--- config.mk ---
export PLATFORM = sky130hd
export DESIGN_NAME = monitor_config
export DESIGN_NICKNAME = d
export VERILOG_FILES = /design/src/monitor_pkg.sv /design/src/conv_timer.sv /design/src/monitor_config.sv
export SDC_FILE = /design/constraint.sdc
export NUM_CORES = 1
export LEC_CHECK = 0
export BUFFER_PORTS_ARGS = -buffer_cell sky130_fd_sc_hd__buf_4
export CAP_MARGIN = 20
export CELL_PAD_IN_SITES_DETAIL_PLACEMENT = 1
export CELL_PAD_IN_SITES_GLOBAL_PLACEMENT = 1
export CORE_MARGIN = 3
export CORE_UTILIZATION = 42
export DETAILED_ROUTE_END_ITERATION = 8
export GPL_TIMING_DRIVEN = 0
export PLACE_DENSITY_LB_ADDON = 0.25
export SLEW_MARGIN = 20
export SYNTH_ARGS = -nofsm -noshare
export SYNTH_HDL_FRONTEND = slang
export SYNTH_HIERARCHICAL = 1
export SYNTH_SLANG_ARGS = --single-unit
--- constraint.sdc ---
create_clock -name core_clk -period 10.2 [get_ports core_clk]
set_input_delay 2.04 -clock core_clk [delete_from_list [all_inputs] [get_ports core_clk]]
set_output_delay 2.04 -clock core_clk [all_outputs]
set_load 0.01 [all_outputs]
--- src/monitor_pkg.sv ---
// constants shared by the measurement configuration block
package monitor_pkg;

  // ****************************************
  // register pointers and layout
  // ****************************************
  localparam logic [7:0]  PTR_CONFIG      = 8'h00;
  localparam logic [7:0]  PTR_SHUNT       = 8'h01;
  localparam logic [15:0] CONFIG_RESET    = 16'h399f;
  localparam int          RESET_BIT       = 15;
  localparam int          RANGE_BIT       = 13;
  localparam int          GAIN_LO         = 11;
  localparam int          BUS_SET_LO      = 7;
  localparam int          SHUNT_SET_LO    = 3;
  localparam int          MODE_LO         = 0;
  localparam logic [15:0] CONFIG_WR_MASK  = 16'hbfff;

  // ****************************************
  // shunt limits per gain, in 10 uV counts
  // ****************************************
  localparam logic signed [15:0] LIMIT_DIV1 = 16'sh0fa0;
  localparam logic signed [15:0] LIMIT_DIV2 = 16'sh1f40;
  localparam logic signed [15:0] LIMIT_DIV4 = 16'sh3e80;
  localparam logic signed [15:0] LIMIT_DIV8 = 16'sh7d00;

  // ****************************************
  // conversion times
  // ****************************************
  localparam int CLK_MHZ     = 125;
  localparam int T9_US       = 84;
  localparam int T10_US      = 148;
  localparam int T11_US      = 276;
  localparam int T12_US      = 532;
  localparam int T12_CYC     = T12_US * CLK_MHZ;
  localparam int T9_CYC      = T9_US * CLK_MHZ;
  localparam int T10_CYC     = T10_US * CLK_MHZ;
  localparam int T11_CYC     = T11_US * CLK_MHZ;

  typedef enum logic [2:0] {
    mode_power_down, mode_trig_shunt, mode_trig_bus, mode_trig_both,
    mode_adc_off, mode_cont_shunt, mode_cont_bus, mode_cont_both
  } mode_type;

endpackage
--- src/conv_timer.sv ---
// conversion time counter for one converter channel
module conv_timer
  import monitor_pkg::*;
(
  input  wire logic        core_clk,
  input  wire logic        srst,
  input  wire logic        start,
  input  wire logic [3:0]  setting,
  input  wire logic [23:0] cyc_9,
  input  wire logic [23:0] cyc_10,
  input  wire logic [23:0] cyc_11,
  input  wire logic [23:0] cyc_12,
  output logic             busy,
  output logic             done
);

  logic [31:0] count_q;
  logic [31:0] count_d;
  logic        busy_q;
  logic        busy_d;
  logic        done_q;
  logic        done_d;
  logic [31:0] span;

  // ****************************************
  // length of one conversion sequence
  // ****************************************
  always_comb begin
    span = {8'h00, cyc_12};
    if (!setting[3]) begin
      case (setting[1:0])
        2'b00:   span = {8'h00, cyc_9};
        2'b01:   span = {8'h00, cyc_10};
        2'b10:   span = {8'h00, cyc_11};
        default: span = {8'h00, cyc_12};
      endcase
    end else begin
      span = {8'h00, cyc_12} << setting[2:0];
    end
  end

  always_comb begin
    count_d = count_q;
    busy_d  = busy_q;
    done_d  = 1'b0;
    if (start && !busy_q) begin
      busy_d  = 1'b1;
      count_d = span - 32'd1;
    end else if (busy_q) begin
      if (count_q == 32'd0) begin
        busy_d = 1'b0;
        done_d = 1'b1;
      end else begin
        count_d = count_q - 32'd1;
      end
    end
  end

  always_ff @(posedge core_clk) begin
    if (srst) begin
      count_q <= 32'd0;
      busy_q  <= 1'b0;
      done_q  <= 1'b0;
    end else begin
      count_q <= count_d;
      busy_q  <= busy_d;
      done_q  <= done_d;
    end
  end

  assign busy = busy_q;
  assign done = done_q;

endmodule // conv_timer

--- src/monitor_config.sv ---
// measurement configuration and shunt result format
// ****************************************
// Summary of operation
// ****************************************
// Summary of operation
// - gain field selects 40 to 320 mV
// - bits 7-10 set bus conversion
// - bits 3-6 set shunt conversion
// - top bit 0: 9-12 bit times
// - top bit 1: averaging 1 to 128
// - mode field picks off, triggered, continuous
// - shunt result clipped by gain
// - two's complement, sign extended 16 bits
// - div8 spans 32000 counts
// - div4 spans 16000 counts
// - div2 spans 8000 counts
// - gain 1 spans 4000 counts
// - bit 15 reloads config defaults only, self-clears
// - bit 13 bus range, default 32 V
// - gain defaults to divide by 8
module monitor_config
  import monitor_pkg::*;
#(
  parameter logic [23:0] CYC_9  = 24'(T9_CYC),
  parameter logic [23:0] CYC_10 = 24'(T10_CYC),
  parameter logic [23:0] CYC_11 = 24'(T11_CYC),
  parameter logic [23:0] CYC_12 = 24'(T12_CYC)
)
(
  input  wire logic        core_clk,
  input  wire logic        srst,
  input  wire logic [7:0]  reg_ptr,
  input  wire logic        reg_wr,
  input  wire logic [15:0] reg_wdata,
  output logic      [15:0] reg_rdata,
  input  wire logic signed [15:0] shunt_sample,
  input  wire logic        bus_sample_valid,
  output logic             shunt_conv_busy,
  output logic             bus_conv_busy,
  output logic             shunt_updated,
  output logic             bus_updated,
  output logic             bus_range_select,
  output logic      [1:0]  gain_sel
);

  // ****************************************
  // state, next values and helpers
  // ****************************************
  logic [15:0] config_q;
  logic [15:0] config_d;
  logic [15:0] shunt_reading_q;
  logic [15:0] shunt_reading_d;
  logic        trig_q;
  logic        trig_d;
  logic [15:0] rdata_q;
  logic [15:0] rdata_d;
  logic [3:0]  bus_conv_setting;
  logic [3:0]  shunt_conv_setting;
  mode_type    mode;
  logic        gain_sel_hi;
  logic        gain_sel_lo;
  logic        run_shunt;
  logic        run_bus;
  logic        sh_done;
  logic        bu_done;
  logic signed [15:0] limit;
  logic signed [15:0] clipped;
  logic [1:0]  run_ch;
  logic [1:0]  busy_ch;
  logic [1:0]  done_ch;
  logic [1:0][3:0] setting_ch;

  // ****************************************
  // configuration fields
  // ****************************************
  assign gain_sel_hi        = config_q[GAIN_LO+1];
  assign gain_sel_lo        = config_q[GAIN_LO];
  assign bus_conv_setting   = config_q[BUS_SET_LO+3:BUS_SET_LO];
  assign shunt_conv_setting = config_q[SHUNT_SET_LO+3:SHUNT_SET_LO];
  assign mode               = mode_type'(config_q[MODE_LO+2:MODE_LO]);

  // ****************************************
  // configuration register
  // ****************************************
  always_comb begin
    config_d = config_q;
    trig_d   = 1'b0;
    if (reg_wr && reg_ptr == PTR_CONFIG) begin
      if (reg_wdata[RESET_BIT]) begin
        config_d = CONFIG_RESET;
      end else begin
        config_d = reg_wdata & CONFIG_WR_MASK;
        trig_d   = 1'b1;
      end
    end
  end

  always_ff @(posedge core_clk) begin
    if (srst) begin
      config_q <= CONFIG_RESET;
      trig_q   <= 1'b0;
    end else begin
      config_q <= config_d;
      trig_q   <= trig_d;
    end
  end

  // ****************************************
  // conversion sequencing
  // ****************************************
  always_comb begin
    run_shunt = 1'b0;
    run_bus   = 1'b0;
    case (mode)
      mode_trig_shunt: run_shunt = trig_q;
      mode_trig_bus:   run_bus   = trig_q;
      mode_trig_both: begin
        run_shunt = trig_q;
        run_bus   = trig_q;
      end
      mode_cont_shunt: run_shunt = 1'b1;
      mode_cont_bus:   run_bus   = 1'b1;
      mode_cont_both: begin
        run_shunt = 1'b1;
        run_bus   = 1'b1;
      end
      default: begin
        run_shunt = 1'b0;
        run_bus   = 1'b0;
      end
    endcase
  end

  // ****************************************
  // one timer per converter channel
  // ****************************************
  assign run_ch     = {run_bus, run_shunt};
  assign setting_ch = {bus_conv_setting, shunt_conv_setting};

  for (genvar ch = 0; ch < 2; ch++) begin : g_timer
    conv_timer u_timer (
      .core_clk (core_clk),
      .srst     (srst),
      .start    (run_ch[ch]),
      .setting  (setting_ch[ch]),
      .cyc_9    (CYC_9),
      .cyc_10   (CYC_10),
      .cyc_11   (CYC_11),
      .cyc_12   (CYC_12),
      .busy     (busy_ch[ch]),
      .done     (done_ch[ch])
    );
  end

  assign shunt_conv_busy = busy_ch[0];
  assign bus_conv_busy   = busy_ch[1];
  assign sh_done         = done_ch[0];
  assign bu_done         = done_ch[1];

  // ****************************************
  // shunt result formatting
  // ****************************************
  always_comb begin
    case ({gain_sel_hi, gain_sel_lo})
      2'b00:   limit = LIMIT_DIV1;
      2'b01:   limit = LIMIT_DIV2;
      2'b10:   limit = LIMIT_DIV4;
      default: limit = LIMIT_DIV8;
    endcase
    if (shunt_sample > limit) begin
      clipped = limit;
    end else if (shunt_sample < -limit) begin
      clipped = -limit;
    end else begin
      clipped = shunt_sample;
    end
    shunt_reading_d = shunt_reading_q;
    if (sh_done) begin
      shunt_reading_d = clipped;
    end
  end

  always_ff @(posedge core_clk) begin
    if (srst) begin
      shunt_reading_q <= 16'h0000;
    end else begin
      shunt_reading_q <= shunt_reading_d;
    end
  end

  // ****************************************
  // read data register
  // ****************************************
  always_comb begin
    rdata_d = 16'h0000;
    if (reg_ptr == PTR_CONFIG) begin
      rdata_d = config_q;
    end else if (reg_ptr == PTR_SHUNT) begin
      rdata_d = shunt_reading_q;
    end
  end

  always_ff @(posedge core_clk) begin
    if (srst) begin
      rdata_q <= 16'h0000;
    end else begin
      rdata_q <= rdata_d;
    end
  end

  // ****************************************
  // status outputs
  // ****************************************
  assign reg_rdata        = rdata_q;
  assign shunt_updated    = sh_done;
  assign bus_updated      = bu_done & bus_sample_valid;
  assign bus_range_select = config_q[RANGE_BIT];
  assign gain_sel         = {gain_sel_hi, gain_sel_lo};

endmodule // monitor_config

==> flow_summary.toml <==
[clock_network]
clock-root-buffer = "clkbuf_16"
clk_latency_ns = 0.42
cts_tree = "done"
clk_pin_slew_ns = 0.06
ctsHoldBuffers = 0
cts-buffers-inserted = 17
cts_resized = 0
clkSinkCount = 115
htreeDepth = 4
postCtsSetupBuffers = 0
clock_path_buffers = 2

[sta]
worst_pin_slew_ns = 0.873
tns_ns = 0
hold_slack_ns = 0.489
rsz0062_at_grt = "false"
fin_crit_sh_pct = 44.1
min_period_ns = 4.50
setup_viol = 0
finalHoldViolCount = 0
maxSlewViolCount = 0
timing.fmax_ghz = 0.222
clock_skew_ns = 0.00801
max-slew-margin-rel_pct = 41.4

[global_route]
grt_overflow = 0
grt_pass1_wl_mm = 59.7
grt_max_degree = 17
grt_use_total_pct = 27.9
grt_pass1_vias = 11300
met1_usage_pct = 34.3
busiest_layer = "met2"
antenna_found_initial = 0
grtUsageMet2_pct = 48.4
grt_util_met3_pct = 3.94

[power]
leakage_nw = 6.01
p_sw_w = 0.000443
p_per_area_nw_per_um2 = 104
ir_drop_v = 0.000120
combPwrFrac_pct = 22.3
p_seq_share_pct = 36.1
clkPwrFrac_pct = 41.6
p_int_w = 0.000941
swShare_pct = 32.0

[route]
vias = 11000
drc = 0
drt-initial-drc-count = 910
wl_per_cell_um = 19.2
drt_first_pass_iters = 5
viasPerCell = 5.66
ant_nets = 0
routed_wl_mm = 37.5

[cells_and_area]
diodes = 0
drive_gt1_share_pct = 16.0
area_delta_synth_final_pct = 26.2
fin_util_pct = 54.4
nNetsFinal = 1681

[critical_path]
crit_type = "in -> reg"
crit_fanout = 10
critical_path_required_ns = 10.51
worst_ep_arrival_time_ns = 4.80
r2r_slack_ns = 5.99
startpoint_type = "input port"
end_kind = "flop"

[die]
initial_utilization_pct = 43.1
die-width_um = 165
rows = 57
dieArea_sq_um = 27100
coreArea_sq_um = 24500
io_pins = 67
die_height_um = 165

[yosys]
seq_area_frac_synth_pct = 21.8
synth_area_sq_um = 10600
ys.flop_type = "dfxtp_1"
ys_types = 83
async_reset_ff_share_pct = 0
synth_seq_cells = 115
synth_edf_count = 0
yosysWarnings = 6
postSynthCellCount = 1178
syn_area_per_cell_sq_um = 8.97

[outcome]
outcome = "complete, no violations"

[placement]
place.gp.congestion = 0.942
dpl.hpwl_mm = 29.1
port_buffers = 64

[worst_hold_path]
hold_class = "reg -> reg"

[flow_run]
maxCapViolCount = 0
-- cells by family after synthesis --
group                    share of synthesized area (%)
AND/OR/NAND/NOR                                   20.8
AO/OA/AOI/OAI                                     21.5
multiplexers                                      23.2
buffers and inverters                             6.09
flip-flops                                        21.8
XOR/XNOR                                          3.56
adder cells (fa/ha/maj)                           3.08
other                                           0.0711
-- state kept, by name, summed over array words and instances, names as in the netlist --
register / cells
g_timer.u_timer/done: 2
trig_q: 1
reg_rdata: 16
g_timer.u_timer/count_q: 64
config_q: 14
shunt_reading_q: 16
g_timer.u_timer/busy: 2
-- Yosys cell counts, drive strengths merged, types with 9 or more instances --
cell	count	area, sq um
xnor2	25	219
nor2	124	468
a211oi	37	298
ha	26	325
nand3b	11	82.6
nor3	47	245
nand3	14	80.1
mux2i	72	721
buf	46	339
o22ai	9	56.3
nor3b	15	118
o21ai	45	225
nand2	56	210
dfxtp	115	2300
a22oi	26	195
mux2	29	327
nor2b	12	75.1
a222oi	10	100
mux4	62	1400
and3	13	88.8
nand4	12	75.1
a21oi	49	245
nand2b	14	87.6
nor4	36	312
xor2	18	158
clkbuf	52	195
inv	27	101
a22o	33	289
o21bai	10	75.1
and2	11	68.8
-- placed cells by master, fill, tap and decap left out, types with 33 or more instances in the layout --
cell,n
conb_1,352
dfxtp_1,115
a211oi_1,33
nor2_1,123
a22o_1,33
mux4_2,60
o21ai_0,44
buf_4,76
clkbuf_1,52
mux2i_1,72
nor3_1,45
nand2_1,56
a21oi_1,49
-- power by group through the flow --
stage / clock, W / combinational, W / sequential, W
floorplan: 0 / 0.000216 / 0.000497
global placement: 0 / 0.000280 / 0.000507
detailed placement: 0 / 0.000289 / 0.000507
CTS: 0.000581 / 0.000293 / 0.000498
global route: 0.000605 / 0.000340 / 0.000501
finish: 0.000576 / 0.000309 / 0.000499
-- cell type report --
type	instances	area [sq um]
inverters	29	109
fillers	3134	11200
plain buffers	98	534
repair buffers	64	480
multi-input cells	1286	8940
clock buffers	18	439
clock inverters	14	131
flip-flops and latches	115	2300
well taps	324	405
-- worst max-delay path, cell delays in order --
cell and delay [ns]:
buf_4 0.12, ha_1 0.27, nor2b_1 0.12, o21ai_0 0.20
nand2b_1 0.09, a21oi_1 0.14, o21ai_0 0.13, a41oi_1 0.30
ha_1 0.17, clkbuf_1 0.31, buf_2 0.32, mux2i_1 0.22
mux2i_1 0.13, a22o_1 0.23
-- per-layer routing --
layer	up-vias	share of wire, %
li1	5072	-
met4	0	4.5
met1	5439	41
met2	412	49
met5	-	0
met3	112	5.2
-- final timing paths --
kind,start,end,depth (start not counted)
max,shunt_sample[6],shunt_reading_q[9],14
min,shunt_reading_q[15],shunt_reading_q[15],2
max reg2reg,config_q[11],shunt_reading_q[9],17
min reg2reg,shunt_reading_q[15],shunt_reading_q[15],2
-- through the flow --
stage | area (sq um) | power (W) | setup slack, ns | instances
after floorplan | 11900 | 0.000713 | 5.97 | 1528
final | 13300 | 0.00138 | 5.70 | 1948
after CTS | 13300 | 0.00137 | 5.70 | 1948
after global routing | 13300 | 0.00145 | 5.48 | 1948
after global placement | 12800 | 0.000787 | 5.41 | 1916
after detailed placement | 12800 | 0.000796 | 5.26 | 1916
Note: power is estimated with default switching activity, not from simulation.
